### src/rpd_pkg.sv
// Package for the reply pulse decoder datapath: widths, timing counts, types.
// Assumes a 125 MHz pclk; APB slave for registers, one clock domain.
package rpd_pkg;
  // Clock and slot timing
  localparam int CLK_NS = 8;
  localparam int SLOT_NS = 1450;
  localparam int REPLY_NS = 24650;
  localparam int RING_STAGES = 12;
  // Cycles per pulse slot, rounded down, at least one
  localparam int SLOT_CYC = (SLOT_NS / CLK_NS) < 1 ? 1 : (SLOT_NS / CLK_NS);
  localparam int REPLY_CYC = REPLY_NS / CLK_NS;
  localparam int CODE_BITS = 16;
  localparam int OBA_W = 8;
  localparam int SUM_W = 12;
  localparam int CNT_W = 4;
  localparam logic [CNT_W-1:0] CNT_TWO = 4'h2;
  localparam int ZERO_WIN = 4;
  // Register byte offsets
  localparam logic [7:0] OFF_WORD1 = 8'h00;
  localparam logic [7:0] OFF_WORD2 = 8'h04;
  localparam logic [7:0] OFF_WORD3 = 8'h08;
  localparam logic [7:0] OFF_WORD4 = 8'h0C;
  localparam logic [7:0] OFF_CTRL = 8'h10;
  localparam logic [7:0] OFF_STAT = 8'h14;
  localparam logic [OBA_W-1:0] THRESH_RST = 8'h04;
  // Word 3 field positions
  localparam int W3_EST_LSB = 0;
  localparam int W3_TYPE_BIT = 8;
  localparam int W3_BEAM_BIT = 9;
  localparam int W3_SEL_BIT = 10;
  localparam int W3_TWO_BIT = 11;
  // Pulse slot inputs from the controller
  typedef struct packed {
    logic pulse;
    logic sls;
    logic [OBA_W-1:0] oba;
  } rpd_slot_type;
  typedef enum logic [2:0] {
    RPD_IDLE = 3'b001,
    RPD_RUN = 3'b010,
    RPD_DONE = 3'b100
  } rpd_state_type;
endpackage
### src/rpd_datapath.sv
// Reply pulse decoder datapath: slot decode, code/confidence, averaging, words.
// Assumes pulse, flag and value inputs come from logic on pclk; APB from host.
//
// Our own choices: the address map and the APB interface to the registers.
module rpd_datapath (
  input wire logic pclk,
  input wire logic presetn,
  input wire logic paddr_dummy_unused_n,
  input wire logic psel,
  input wire logic penable,
  input wire logic pwrite,
  input wire logic [7:0] paddr,
  input wire logic [31:0] pwdata,
  output logic [31:0] prdata,
  output logic pready,
  output logic pslverr,
  input wire logic init_pulse,
  input wire logic ref_sel_last,
  input wire logic ref_sidelobe,
  input wire logic mil_ident,
  input wire logic data_reset,
  input wire rpd_pkg::rpd_slot_type dly_slot,
  input wire logic [rpd_pkg::OBA_W-1:0] undly_oba,
  input wire logic undly_pulse,
  input wire logic [rpd_pkg::OBA_W-1:0] ref_value,
  input wire logic [2:0] other_garble,
  input wire logic [2:0] other_corr,
  input wire logic last_code_slot,
  input wire logic [1:0] word_sel,
  input wire logic word_en,
  output logic [15:0] word_out,
  output logic own_corr,
  output logic undly_corr,
  output logic busy,
  output logic reply_ready,
  output logic last_code_phantom
);
  // Internal state
  rpd_pkg::rpd_state_type state_reg;
  logic [rpd_pkg::RING_STAGES-1:0] ring_reg;
  logic [15:0] slot_cnt_reg;
  logic [15:0] life_cnt_reg;
  logic [rpd_pkg::CODE_BITS-1:0] code_reg;
  logic [rpd_pkg::CODE_BITS-1:0] conf_reg;
  logic [rpd_pkg::CNT_W-1:0] count_reg;
  logic [rpd_pkg::OBA_W-1:0] ref_reg;
  logic [rpd_pkg::OBA_W-1:0] avg_reg;
  logic [rpd_pkg::SUM_W-1:0] sum_reg;
  logic [rpd_pkg::ZERO_WIN-1:0] hist_reg;
  logic [rpd_pkg::OBA_W-1:0] thresh_reg;
  logic first_slot_reg;
  logic slot_tick;
  logic run;
  logic any_window;
  logic one_conf;
  logic zero_conf;
  logic bit_val;
  logic bit_conf;
  logic dly_corr_c;
  logic undly_corr_c;
  logic [rpd_pkg::OBA_W:0] avg_sum;
  logic [rpd_pkg::OBA_W-1:0] diff_d;
  logic [rpd_pkg::OBA_W-1:0] diff_u;
  logic [15:0] w3;
  logic [15:0] w4;
  logic apb_wr;
  logic apb_rd;

  assign run = (state_reg == rpd_pkg::RPD_RUN);
  // Slot strobe at each 181-cycle (1.448 us) step after the first framing pulse
  assign slot_tick = run && (slot_cnt_reg == 16'(rpd_pkg::SLOT_CYC - 1));

  // Sequencer: init starts, end of interval stops, data reset clears
  always_ff @(posedge pclk or negedge presetn)
  begin
    if (!presetn)
      state_reg <= rpd_pkg::RPD_IDLE;
    else if (data_reset)
      state_reg <= rpd_pkg::RPD_IDLE;
    else
      case (state_reg)
        rpd_pkg::RPD_IDLE:
        begin
          if (init_pulse)
            state_reg <= rpd_pkg::RPD_RUN;
        end
        rpd_pkg::RPD_RUN:
        begin
          if (life_cnt_reg == 16'(rpd_pkg::REPLY_CYC - 1))
            state_reg <= rpd_pkg::RPD_DONE;
        end
        rpd_pkg::RPD_DONE: state_reg <= rpd_pkg::RPD_DONE;
        default: state_reg <= rpd_pkg::RPD_IDLE;
      endcase
  end

  // Twelve-stage ring counter, slot and interval counters
  always_ff @(posedge pclk or negedge presetn)
  begin
    if (!presetn)
    begin
      ring_reg <= '0;
      slot_cnt_reg <= 16'h0000;
      life_cnt_reg <= 16'h0000;
    end
    else if (data_reset || !run)
    begin
      ring_reg <= (state_reg == rpd_pkg::RPD_IDLE && init_pulse && !data_reset)
        ? 12'h001 : 12'h000;
      slot_cnt_reg <= 16'h0000;
      life_cnt_reg <= 16'h0000;
    end
    else
    begin
      ring_reg <= {ring_reg[rpd_pkg::RING_STAGES-2:0], ring_reg[rpd_pkg::RING_STAGES-1]};
      slot_cnt_reg <= slot_tick ? 16'h0000 : slot_cnt_reg + 16'h0001;
      life_cnt_reg <= life_cnt_reg + 16'h0001;
    end
  end

  // Propagation history of pulses for zero decode window
  always_ff @(posedge pclk or negedge presetn)
  begin
    if (!presetn)
      hist_reg <= '0;
    else
      hist_reg <= {hist_reg[rpd_pkg::ZERO_WIN-2:0], dly_slot.pulse};
  end

  // Elements nominal+1, nominal, nominal-1, nominal-2 seen together
  assign any_window = dly_slot.pulse | (|hist_reg[rpd_pkg::ZERO_WIN-2:0]);
  // One is confident if not sidelobe, not garbled unless correlated, and no other channel correlated
  assign one_conf = !dly_slot.sls && (!(|other_garble) || own_corr) && !(|other_corr);
  assign zero_conf = !any_window;
  assign bit_val = dly_slot.pulse;
  assign bit_conf = bit_val ? one_conf : zero_conf;

  // Code and confidence shift registers, held after the interval
  always_ff @(posedge pclk or negedge presetn)
  begin
    if (!presetn)
    begin
      code_reg <= '0;
      conf_reg <= '0;
    end
    else if (data_reset)
    begin
      code_reg <= '0;
      conf_reg <= '0;
    end
    else if (slot_tick)
    begin
      code_reg <= {code_reg[rpd_pkg::CODE_BITS-2:0], bit_val};
      conf_reg <= {conf_reg[rpd_pkg::CODE_BITS-2:0], bit_conf};
    end
  end

  // First slot flag marks the reference pulse reaching the code register
  always_ff @(posedge pclk or negedge presetn)
  begin
    if (!presetn)
      first_slot_reg <= 1'b0;
    else if (state_reg == rpd_pkg::RPD_IDLE)
      first_slot_reg <= 1'b1;
    else if (slot_tick)
      first_slot_reg <= 1'b0;
  end

  // Count confident ones, inhibited on the reference slot
  always_ff @(posedge pclk or negedge presetn)
  begin
    if (!presetn)
      count_reg <= '0;
    else if (data_reset)
      count_reg <= '0;
    else if (slot_tick && bit_val && bit_conf && !first_slot_reg
             && count_reg != 4'hF)
      count_reg <= count_reg + 4'h1;
  end

  // Reference register, running average and sum
  assign avg_sum = {1'b0, avg_reg} + {1'b0, dly_slot.oba};
  always_ff @(posedge pclk or negedge presetn)
  begin
    if (!presetn)
    begin
      ref_reg <= '0;
      avg_reg <= '0;
      sum_reg <= '0;
    end
    else if (data_reset)
    begin
      ref_reg <= '0;
      avg_reg <= '0;
      sum_reg <= '0;
    end
    else if (state_reg == rpd_pkg::RPD_IDLE && init_pulse)
    begin
      ref_reg <= ref_value;
      avg_reg <= ref_value;
      sum_reg <= rpd_pkg::SUM_W'(ref_value);
    end
    else if (slot_tick && bit_val && !first_slot_reg)
    begin
      avg_reg <= avg_sum[rpd_pkg::OBA_W:1];
      sum_reg <= sum_reg + rpd_pkg::SUM_W'(dly_slot.oba);
    end
  end

  // Correlators against the running average
  assign diff_d = (dly_slot.oba > avg_reg) ? dly_slot.oba - avg_reg : avg_reg - dly_slot.oba;
  assign diff_u = (undly_oba > avg_reg) ? undly_oba - avg_reg : avg_reg - undly_oba;
  assign dly_corr_c = run && dly_slot.pulse && (diff_d <= thresh_reg);
  assign undly_corr_c = run && undly_pulse && (diff_u <= thresh_reg);

  // Registered correlation and flag outputs
  always_ff @(posedge pclk or negedge presetn)
  begin
    if (!presetn)
    begin
      own_corr <= 1'b0;
      undly_corr <= 1'b0;
      last_code_phantom <= 1'b0;
      busy <= 1'b0;
      reply_ready <= 1'b0;
    end
    else
    begin
      own_corr <= dly_corr_c;
      undly_corr <= undly_corr_c;
      last_code_phantom <= undly_corr_c && last_code_slot;
      busy <= !data_reset && (run || (state_reg == rpd_pkg::RPD_IDLE && init_pulse)
                || state_reg == rpd_pkg::RPD_DONE);
      reply_ready <= !data_reset && (state_reg == rpd_pkg::RPD_DONE);
    end
  end

  // Output words
  assign w3 = {4'h0, (count_reg >= rpd_pkg::CNT_TWO), ref_sel_last, ref_sidelobe, mil_ident,
               avg_reg};
  assign w4 = {count_reg, sum_reg};

  // Word multiplexer stepped by the assembler
  always_ff @(posedge pclk or negedge presetn)
  begin
    if (!presetn)
      word_out <= 16'h0000;
    else if (!word_en)
      word_out <= 16'h0000;
    else
      case (word_sel)
        2'h0: word_out <= code_reg;
        2'h1: word_out <= conf_reg;
        2'h2: word_out <= w3;
        2'h3: word_out <= w4;
        default: word_out <= 16'h0000;
      endcase
  end

  // APB slave: zero-wait, threshold writable, words and status readable
  assign apb_wr = psel && penable && pwrite;
  assign apb_rd = psel && !penable && !pwrite;
  always_ff @(posedge pclk or negedge presetn)
  begin
    if (!presetn)
      thresh_reg <= rpd_pkg::THRESH_RST;
    else if (apb_wr && paddr == rpd_pkg::OFF_CTRL)
      thresh_reg <= pwdata[rpd_pkg::OBA_W-1:0];
  end

  // Read data captured in setup, answered in access
  always_ff @(posedge pclk or negedge presetn)
  begin
    if (!presetn)
    begin
      prdata <= 32'h00000000;
      pready <= 1'b0;
      pslverr <= 1'b0;
    end
    else
    begin
      pready <= psel && !penable;
      pslverr <= psel && !penable && !(paddr <= rpd_pkg::OFF_STAT && paddr[1:0] == 2'h0);
      if (apb_rd)
        case (paddr)
          rpd_pkg::OFF_WORD1: prdata <= {16'h0000, code_reg};
          rpd_pkg::OFF_WORD2: prdata <= {16'h0000, conf_reg};
          rpd_pkg::OFF_WORD3: prdata <= {16'h0000, w3};
          rpd_pkg::OFF_WORD4: prdata <= {16'h0000, w4};
          rpd_pkg::OFF_CTRL: prdata <= {24'h000000, thresh_reg};
          rpd_pkg::OFF_STAT: prdata <= {29'h00000000, state_reg};
          default: prdata <= 32'h00000000;
        endcase
    end
  end

  // Checks
  ring_onehot_a: assert property (@(posedge pclk) disable iff (!presetn)
    run |-> $onehot(ring_reg)) else $error("ring not one-hot");
  shift_tick_a: assert property (@(posedge pclk) disable iff (!presetn)
    slot_tick && !data_reset |=> code_reg[0] == $past(bit_val))
    else $error("code bit not shifted");
  count_hold_a: assert property (@(posedge pclk) disable iff (!presetn)
    !slot_tick && !data_reset |=> $stable(count_reg)) else $error("count moved");
  ref_load_a: assert property (@(posedge pclk) disable iff (!presetn)
    state_reg == rpd_pkg::RPD_IDLE && init_pulse && !data_reset |=> ref_reg == $past(ref_value))
    else $error("reference not loaded");
  avg_half_a: assert property (@(posedge pclk) disable iff (!presetn)
    slot_tick && bit_val && !first_slot_reg && !data_reset |=>
    avg_reg == rpd_pkg::OBA_W'(($past(avg_reg) + 9'($past(dly_slot.oba))) >> 1))
    else $error("average wrong");
  corr_thr_a: assert property (@(posedge pclk) disable iff (!presetn)
    own_corr |-> $past(diff_d <= thresh_reg)) else $error("bad correlation");
  ready_done_a: assert property (@(posedge pclk) disable iff (!presetn)
    reply_ready |-> $past(state_reg == rpd_pkg::RPD_DONE)) else $error("early ready");
  reset_clear_a: assert property (@(posedge pclk) disable iff (!presetn)
    data_reset |=> !busy && count_reg == 4'h0 && ring_reg == 12'h000)
    else $error("data reset incomplete");
  hold_done_a: assert property (@(posedge pclk) disable iff (!presetn)
    state_reg == rpd_pkg::RPD_DONE && !data_reset |=> $stable(code_reg) && $stable(sum_reg))
    else $error("result changed");
  run_c: cover property (@(posedge pclk) disable iff (!presetn) run && slot_tick && bit_val);
  done_c: cover property (@(posedge pclk) disable iff (!presetn) reply_ready);
  corr_c: cover property (@(posedge pclk) disable iff (!presetn) own_corr && undly_corr);
endmodule

### config.mk
export PLATFORM = sky130hd
export DESIGN_NAME = rpd_datapath
export DESIGN_NICKNAME = d
export VERILOG_FILES = /design/src/rpd_pkg.sv /design/src/rpd_datapath.sv
export SDC_FILE = /design/constraint.sdc
export NUM_CORES = 1
export LEC_CHECK = 0
export BUFFER_PORTS_ARGS = -buffer_cell sky130_fd_sc_hd__buf_2
export CORE_MARGIN = 1.5
export CORE_UTILIZATION = 40
export CTS_BUF_LIST = sky130_fd_sc_hd__clkbuf_8
export DETAILED_ROUTE_END_ITERATION = 10
export GPL_TIMING_DRIVEN = 0
export PLACE_DENSITY = 0.58
export SLEW_MARGIN = 10
export SYNTH_ARGS = -nofsm -noshare
export SYNTH_HDL_FRONTEND = slang
export SYNTH_SLANG_ARGS = --single-unit
### constraint.sdc
create_clock -name pclk -period 3.7 [get_ports pclk]
set_input_delay 0.925 -clock pclk [delete_from_list [all_inputs] [get_ports pclk]]
set_output_delay 0.925 -clock pclk [all_outputs]
set_load 0.01 [all_outputs]
# Word level (Yosys, flattened, before mapping)
# Cells that the tools add are included.
# word_totals
ff_bits	158
# classes
n_addsub	9
order_cmp	6
eq_ne	16
muxes	27
bitwise_logic	1
reduce_logical	48
# ops
operator	count
16-bit two-way mux	8
16-bit case mux with 6 select lines	1
16-bit case mux with 4 select lines	1
8-bit two-way mux	5
12-bit two-way mux	3
16-bit by 1-bit adder with 16-bit output (second input constant)	2
8-bit subtractor	4
1-bit logical AND	23
16-bit by 12-bit == test with 1-bit output (second input constant)	1
16-bit by 8-bit == test with 1-bit output (second input constant)	1
8-bit by 4-bit == test with 1-bit output (second input constant)	2
8-bit by 5-bit == test with 1-bit output (second input constant)	2
8-bit greater-than comparator	2
8-bit less-or-equal comparator	2
12-bit by 8-bit adder with 12-bit output	1
1-bit logical NOT	10
8-bit by 8-bit adder with 9-bit output	1
3-bit two-way mux	3
3-bit case mux with 3 select lines	1
3-bit OR reduction	3
8-bit by 3-bit == test with 1-bit output (second input constant)	1
8-bit by 5-bit less-or-equal comparator with 1-bit output (second input constant)	1
8-bit logical NOT	1
4-bit two-way mux	2
other kinds (17)	26

# Logic depth before layout (Yosys ltp)
# Gate-level depths: netlist of run 1.
# logic_depth
word_depth	11
ltp_mapped	17
ltp_nobuf	17

# Worst setup path before layout of run 1
# No wires, ideal clock.
# synth_timing
path_kind	input to register
from	input port undly_oba[5] (netlist bit)
to	register last_code_phantom
arrival_ns	3.622
t_required_ns	3.612
path_slack_ns	-0.010
stages	15
path_buffers	1
cell_sequence	inv_1 ha_1 buf_2 a211oi_1 o21bai_1 o21ai_2 mux2_2 o211ai_1 xor2_1 ha_1 nor2b_1 o21ai_0 nand2b_1 o22a_1 nor3b_1
# synth_between
elab_chain_cells	5
# synth_rtl
element	line	text
start, declared	rpd_datapath.sv:23	input wire logic [rpd_pkg::OBA_W-1:0] undly_oba,
8-bit subtractor / 8-bit greater-than comparator (equally long branches)	rpd_datapath.sv:212	assign diff_u = (undly_oba > avg_reg) ? undly_oba - avg_reg : avg_reg - undly_oba;
8-bit two-way mux *	rpd_datapath.sv:212	
8-bit less-or-equal comparator *	rpd_datapath.sv:214	assign undly_corr_c = run && undly_pulse && (diff_u <= thresh_reg);
1-bit logical AND *	rpd_datapath.sv:214	
1-bit logical AND *	rpd_datapath.sv:231	last_code_phantom <= undly_corr_c && last_code_slot;
end signal, assigned	rpd_datapath.sv:231	
end, declared	rpd_datapath.sv:36	output logic last_code_phantom
# Every way passes the cells marked *; elsewhere a longest branch is shown, timed or not.
# A chain may end at the register's enable or synchronous reset.

# Worst setup path in the final report of run 1
# layout_timing
from	input port dly_slot[5] (netlist bit)
to	register own_corr
# layout_between
elab_chain_cells	4
# layout_rtl
element	line	text
start, declared	rpd_datapath.sv:22	input wire rpd_pkg::rpd_slot_type dly_slot,
8-bit subtractor / 8-bit greater-than comparator (equally long branches)	rpd_datapath.sv:211	assign diff_d = (dly_slot.oba > avg_reg) ? dly_slot.oba - avg_reg : avg_reg - dly_slot.oba;
8-bit two-way mux *	rpd_datapath.sv:211	
8-bit less-or-equal comparator *	rpd_datapath.sv:213	assign dly_corr_c = run && dly_slot.pulse && (diff_d <= thresh_reg);
1-bit logical AND *	rpd_datapath.sv:213	
via dly_corr_c	rpd_datapath.sv:59	logic dly_corr_c;
end signal, assigned	rpd_datapath.sv:229	own_corr <= dly_corr_c;
end, declared	rpd_datapath.sv:32	output logic own_corr,
# The timed path passes the listed nets; every way through them passes the cells marked *.

==> flow_summary.yaml, run 1 <==
clocking:
  tritoncts: "built"
  clock_latency_ns: 0.45
  clock_sinks: 142
  cts_hold_buf: 0
  clk_path_buf_depth: 2
  cts_root_buffer: "clkbuf_8"
  numCtsBuffers: 17
  htree_levels: 4
  path_clk_slew_ns: 0.08
die:
  die_h_um: 154
  die-area_sq_um: 23800
  ios: 143
  die_w_um: 154
  coreArea_sq_um: 22500
  initial_core_util: 0.406
  row_count: 55
synth:
  synth_seq_area_share: 0.389
  syn_inst: 988
  synth_seq_cells: 142
  synthArstFlopShare: 1.00
  ys.flop_type: "dfrtp_1"
  ys_warn_count: 0
  synth.avg_cell_area_sq_um: 9.25
  yosys.cell_count.top_type: "dfrtp_1"
  synth_edf_count: 0
  netlist.area_leader.share: 0.383
  synth_area_leaders: "dfrtp_1 (38%), ha_1 (9.3%), nand2_1 (5.5%), a21oi_1 (4.7%), mux4_2 (3.0%)"
  syn_area_sq_um: 9140
  synth_commonest_cells: "dfrtp_1 (140), nand2_1 (134), a21oi_1 (85)"
  synth_cell_types: 72
  synth_top_area_cell: "dfrtp_1"
worst_setup_path:
  max_stage_delay_ns: 0.33
  worst_setup_path_end_kind: "flip-flop"
  crit_arrival_ns: 3.90
  worst-path-stages: 15
  reg2reg_slack_ns: 0.21
  crit_path_cell_trace: "clkbuf_4 -> inv_1 -> ha_1 -> buf_4 -> a211oi_2 -> o21bai_2 -> o22ai_4 -> mux2i_1 -> o221ai_1 -> xor2_1 -> ha_1 -> a21o_1 -> a21oi_2 -> o21ai_1 -> a21oi_4"
  cp_slowest_cell: "mux2i_1"
  ff2ff_path_depth: 14
  timing.rr.end: "own_corr"
  critPathKind: "in2reg"
  crit_family: "compound AO/OA/AOI/OAI gates"
  path_max_fanout: 9
  path_buf_inv: 3
  required_ns: 4.06
  cpMostUsedCell: "ha_1"
  timing.rr.start: "avg_reg[7]"
  cp-start-kind: "input pin"
sta:
  finalWorstSetupSlack_ns: 0.157
  worstMarginPinSlew_ns: 0.682
  max_freq_ghz: 0.282
  setup_violations: 0
  final_hold_viol_count: 0
  rsz0062_at_grt: "yes"
  fin_crit_sh: 0.957
  holdWs_ns: 0.384
  skew_ns: 0.0160
  maxSlewViolCount: 0
  min_period_ns: 3.54
  relSlewSlack: 0.542
power:
  switching_share: 0.310
  power_per_cell_area_nw_per_um2: 336
  p_clk_frac: 0.342
  combPwrFrac: 0.205
  total_power_uw: 3570
  p_leak_uw: 0.00497
  power.switching_uw: 1110
  ir_drop_v: 0.000182
  p_int_uw: 2460
  power_frac_seq: 0.453
global_route:
  grt_pass1_wl_um: 39000
  grt_use_total: 0.211
  grt_start_max_net_pins: 74
  antenna_found_initial: 0
  grt_pass1_vias: 7297
  overflow: 0
drt:
  drt_wl_total_um: 24400
  via_per_inst: 5.35
  drc_errors: 0
  ant_nets: 0
  drtIter0Drc: 465
  via_count: 7626
  avgRoutedWirePerCell_um: 17.1
  dr.pass1.iters: 6
outcome:
  status: "completed"
finish:
  layout.nets: 1291
  syn2layout_area_growth_pct: 16.3
  drive_above_1_share: 0.206
  antennaDiodeCount: 0
min_path:
  min_path_cells: 0
  min_to: "hist_reg[2]"
  hp-start: "hist_reg[1]"
  hold_class: "reg2reg"
place:
  dp_hpwl_um: 18400
  place_ws_ns: -0.781
  port_buffers: 98
  gp_congestion: 0.854
flow_run:
  maxCapViolCount: 0
area by class of cell:
type                       instances  area (sq um)
clock buffer                      19           262
clock inverter                    12           113
fill                            2213         11900
buffer                            63           349
multi-input combinational        744          5190
timing repair buffer             109           613
tap                              285           357
inverter                          52           195
sequential                       142          3560
logic make-up after synthesis:
| family | count (synthesis) | share of synthesized area |
|---|---|---|
| AO/OA/AOI/OAI | 215 | 0.147 |
| XOR/XNOR | 46 | 0.0441 |
| adder cells (fa/ha/maj) | 74 | 0.106 |
| buffers and inverters | 117 | 0.0590 |
| flip-flops | 142 | 0.389 |
| multiplexers | 42 | 0.0653 |
| other | 1 | 0.000410 |
| AND/OR/NAND/NOR | 351 | 0.189 |
placed cells by master, fill, tap and decap left out, drive strengths merged, types with 25 or more instances in the layout:
master	netlist	layout
a21oi	85	85
buf	29	137
clkbuf	36	54
dfrtp	140	140
ha	68	68
inv	52	57
nand2	134	134
nor2	67	67
o21ai	48	48
xor2	25	25
power groups by stage:
| stage | Combinational (uW) | Clock (uW) | Sequential (uW) |
|---|---|---|---|
| after global routing | 813 | 1320 | 1620 |
| after floorplan | 450 | 0 | 1630 |
| after CTS | 687 | 1250 | 1620 |
| after detailed placement | 669 | 0 | 1650 |
| final | 731 | 1220 | 1620 |
| after global placement | 654 | 0 | 1650 |
what timing repair did:
action | 4_1_cts | 5_1_grt
setup endpoints to repair | 3 | 3
gates resized for setup | 5 | 31
pin swaps | 1 | 12
setup buffers | 4 | 6
how the worst max path moves through the flow:
stage	start	endpoint	slack, ns
2_1_floorplan	undly_oba[5]	last_code_phantom	0.01
3_3_place_gp	dly_slot[3]	own_corr	-0.71
5_1_grt	undly_oba[5]	last_code_phantom	-0.003
6_report	dly_slot[5]	own_corr	0.16
3_5_place_dp	dly_slot[3]	own_corr	-0.78
4_1_cts	undly_oba[0]	last_code_phantom	0.007
stage by stage:
stage	setup TNS, ns	instance area (sq um)	cells	util
6_report	0	10600	1426	0.473
5_1_grt	-0.00310	10600	1426	0.473
4_1_cts	0	10500	1422	0.467
3_5_place_dp	-1.75	10100	1387	0.448
3_3_place_gp	-58.97	10000	1386	0.446
2_1_floorplan	0	9200	1003	-
metal layers:
metal	routed length [um]	vias to the layer above	GRT usage
li1	-	3708	-
met1	11600	3683	0.295
met2	11100	202	0.334
met5	0	-	0
met4	397	0	0.0629
met3	1330	33	0.0398
Power figures use the tool's default switching activity.
==> run 2: changes to the inputs <==
--- a/config.mk
+++ b/config.mk
@@ -11,7 +11,7 @@
 export CTS_BUF_LIST = sky130_fd_sc_hd__clkbuf_8
 export DETAILED_ROUTE_END_ITERATION = 10
 export GPL_TIMING_DRIVEN = 0
-export PLACE_DENSITY = 0.58
+export PLACE_DENSITY_LB_ADDON = 0.12
 export SLEW_MARGIN = 10
 export SYNTH_ARGS = -nofsm -noshare
 export SYNTH_HDL_FRONTEND = slang
==> run 2 against run 1 <==
Compared with the run above: clock skew up 0.0021 ns; first-iteration DRC count down 6.5%; setup slack worse by 0.045 ns; critical path depth up 2; design area down 0.52%; power up 0.61%; maximum frequency down 1.3%; clock power up 3%; worst hold slack worse by 0.063 ns; global-route usage up 0.075 points; largest power group unchanged.
==> flow_summary.yaml, run 2 (synthesized netlist as in run 1, its figures left out) <==
clocking:
  numCtsBuffers: 17
  tritoncts: "built"
  path_clk_slew_ns: 0.09
  cts_root_buffer: "clkbuf_8"
  htree_levels: 4
  clock_sinks: 142
  clock_latency_ns: 0.46
  clk_path_buf_depth: 2
die:
  ios: 143
  die_w_um: 154
  die-area_sq_um: 23800
  coreArea_sq_um: 22500
  row_count: 55
  die_h_um: 154
  initial_core_util: 0.406
power:
  p_leak_uw: 0.00494
  power_per_cell_area_nw_per_um2: 339
  ir_drop_v: 0.000178
finish:
  syn2layout_area_growth_pct: 15.7
  final_util: 0.470
  antennaDiodeCount: 0
  drive_above_1_share: 0.201
  final_cell_mix: "dfrtp_1 (139), nand2_1 (134), buf_2 (102), a21oi_1 (83), nor2_1 (67)"
  final_common_cell: "dfrtp_1"
  layout.nets: 1286
  n_fill_cell: 2204
  final_cells: 1421
place:
  gp_congestion: 0.838
  port_buffers: 98
  dp_hpwl_um: 18700
  numPlacedInstances: 1387
worst_setup_path:
  critPathKind: "in2reg"
  timing.rr.start: "avg_reg[6]"
  cp-start-kind: "input pin"
  worst_setup_path_end_kind: "flip-flop"
  critPathCapture: "last_code_phantom"
  reg2reg_slack_ns: 0.15
  crit_arrival_ns: 3.96
  crit_start: "undly_oba[5]"
  path_max_fanout: 8
  required_ns: 4.07
  ff2ff_path_depth: 15
  timing.rr.end: "last_code_phantom"
sta:
  setup_violations: 0
  min_period_ns: 3.59
  tns_ns: 0
  relSlewSlack: 0.504
  worstMarginPinSlew_ns: 0.725
  max_freq_ghz: 0.279
  maxSlewViolCount: 0
  fin_crit_sh: 0.970
  rsz0062_at_grt: "yes"
  skew_ns: 0.0181
  final_hold_viol_count: 0
drt:
  drc_errors: 0
  via_count: 7537
  dr.pass1.iters: 6
  ant_nets: 0
  avgRoutedWirePerCell_um: 17.4
  drtIter0Drc: 435
  via_per_inst: 5.30
  drt_wl_total_um: 24800
global_route:
  antenna_found_initial: 1
  grt_pass1_wl_um: 39200
  grt_pass1_vias: 7189
  overflow: 0
  grt_use_total: 0.212
  grt_start_max_net_pins: 106
outcome:
  status: "completed"
flow_run:
  maxCapViolCount: 0
min_path:
  hold_class: "in2async"
[run 2: changes by cell type in the layout (fill, tap and decap cells not counted), sizes merged]
cell,before,now
clkinv,3,4
buf,137,135
clkinvlp,3,2
bufinv,1,2
clkbuf,54,50
[run 2: cell type report]
class                      instances  area [sq um]  area share
tap                              285           357      0.0337
multi-input combinational        744          5170       0.489
inverter                          52           195      0.0185
timing repair buffer             106           581      0.0549
sequential                       142          3560       0.336
clock inverter                    13           143      0.0135
buffer                            61           329      0.0311
clock buffer                      18           248      0.0234
[run 2: what timing repair did]
item,4_1_cts,5_1_grt
hold buffers,0,0
setup endpoints to repair,3,3
hold endpoints to repair,0,0
gates cloned,0,0
resized for setup,4,14
pin swaps,2,7
setup buffers,5,2
[run 2: how the worst min path moves through the flow]
stage          slack (ns)  depth (start not counted)         from            end
3_3_place_gp         0.36                          0  hist_reg[0]    hist_reg[1]
3_5_place_dp         0.36                          0  hist_reg[0]    hist_reg[1]
2_1_floorplan        0.35                          0  hist_reg[1]    hist_reg[2]
5_1_grt              0.32                          1      presetn  thresh_reg[0]
6_report             0.32                          1      presetn  thresh_reg[1]
4_1_cts              0.31                          1      presetn  thresh_reg[1]
[run 2: where the power goes]
part | switching, uW | total, uW | leakage [uW] | internal (uW)
clock network | 640 | 1260 | 0.000200 | 618
registers | 41.5 | 1620 | 0.00192 | 1580
logic | 411 | 713 | 0.00283 | 302
total | 1090 | 3590 | 0.00494 | 2500
[run 2: per-stage QoR]
step / total power [uW] / hold WS [ns] / instance area (sq um) / worst slack (ns)
6_report: 3590 / 0.321 / 10600 / 0.112
5_1_grt: 3780 / 0.316 / 10600 / -0.00730
4_1_cts: 3600 / 0.311 / 10500 / 0.00180
3_5_place_dp: 2320 / 0.365 / 10100 / -0.758
3_3_place_gp: 2310 / 0.359 / 10000 / -0.776
2_1_floorplan: 2080 / 0.354 / 9200 / 0.0145
[run 2: layer usage]
metal | share of wire | vias up | routed length [um] | track usage
met5 | 0 | - | 0 | 0
met4 | 0.0077 | 0 | 192 | 0.0453
met3 | 0.049 | 12 | 1210 | 0.0381
met2 | 0.46 | 182 | 11400 | 0.337
met1 | 0.48 | 3648 | 12000 | 0.303
li1 | - | 3695 | - | -
[run 2: worst max-delay path, cell delays in order]
cell and delay (ns):
buf_2 0.10, inv_1 0.04, ha_1 0.27, buf_2 0.18, a211oi_2 0.29, o21bai_2 0.14, o21ai_4 0.18, buf_4 0.15
mux2i_2 0.21, o211ai_1 0.12, xor2_1 0.30, ha_1 0.30, nor2b_1 0.13, o21ai_0 0.14, nand2b_1 0.08, o22a_1 0.22
nor3b_2 0.17
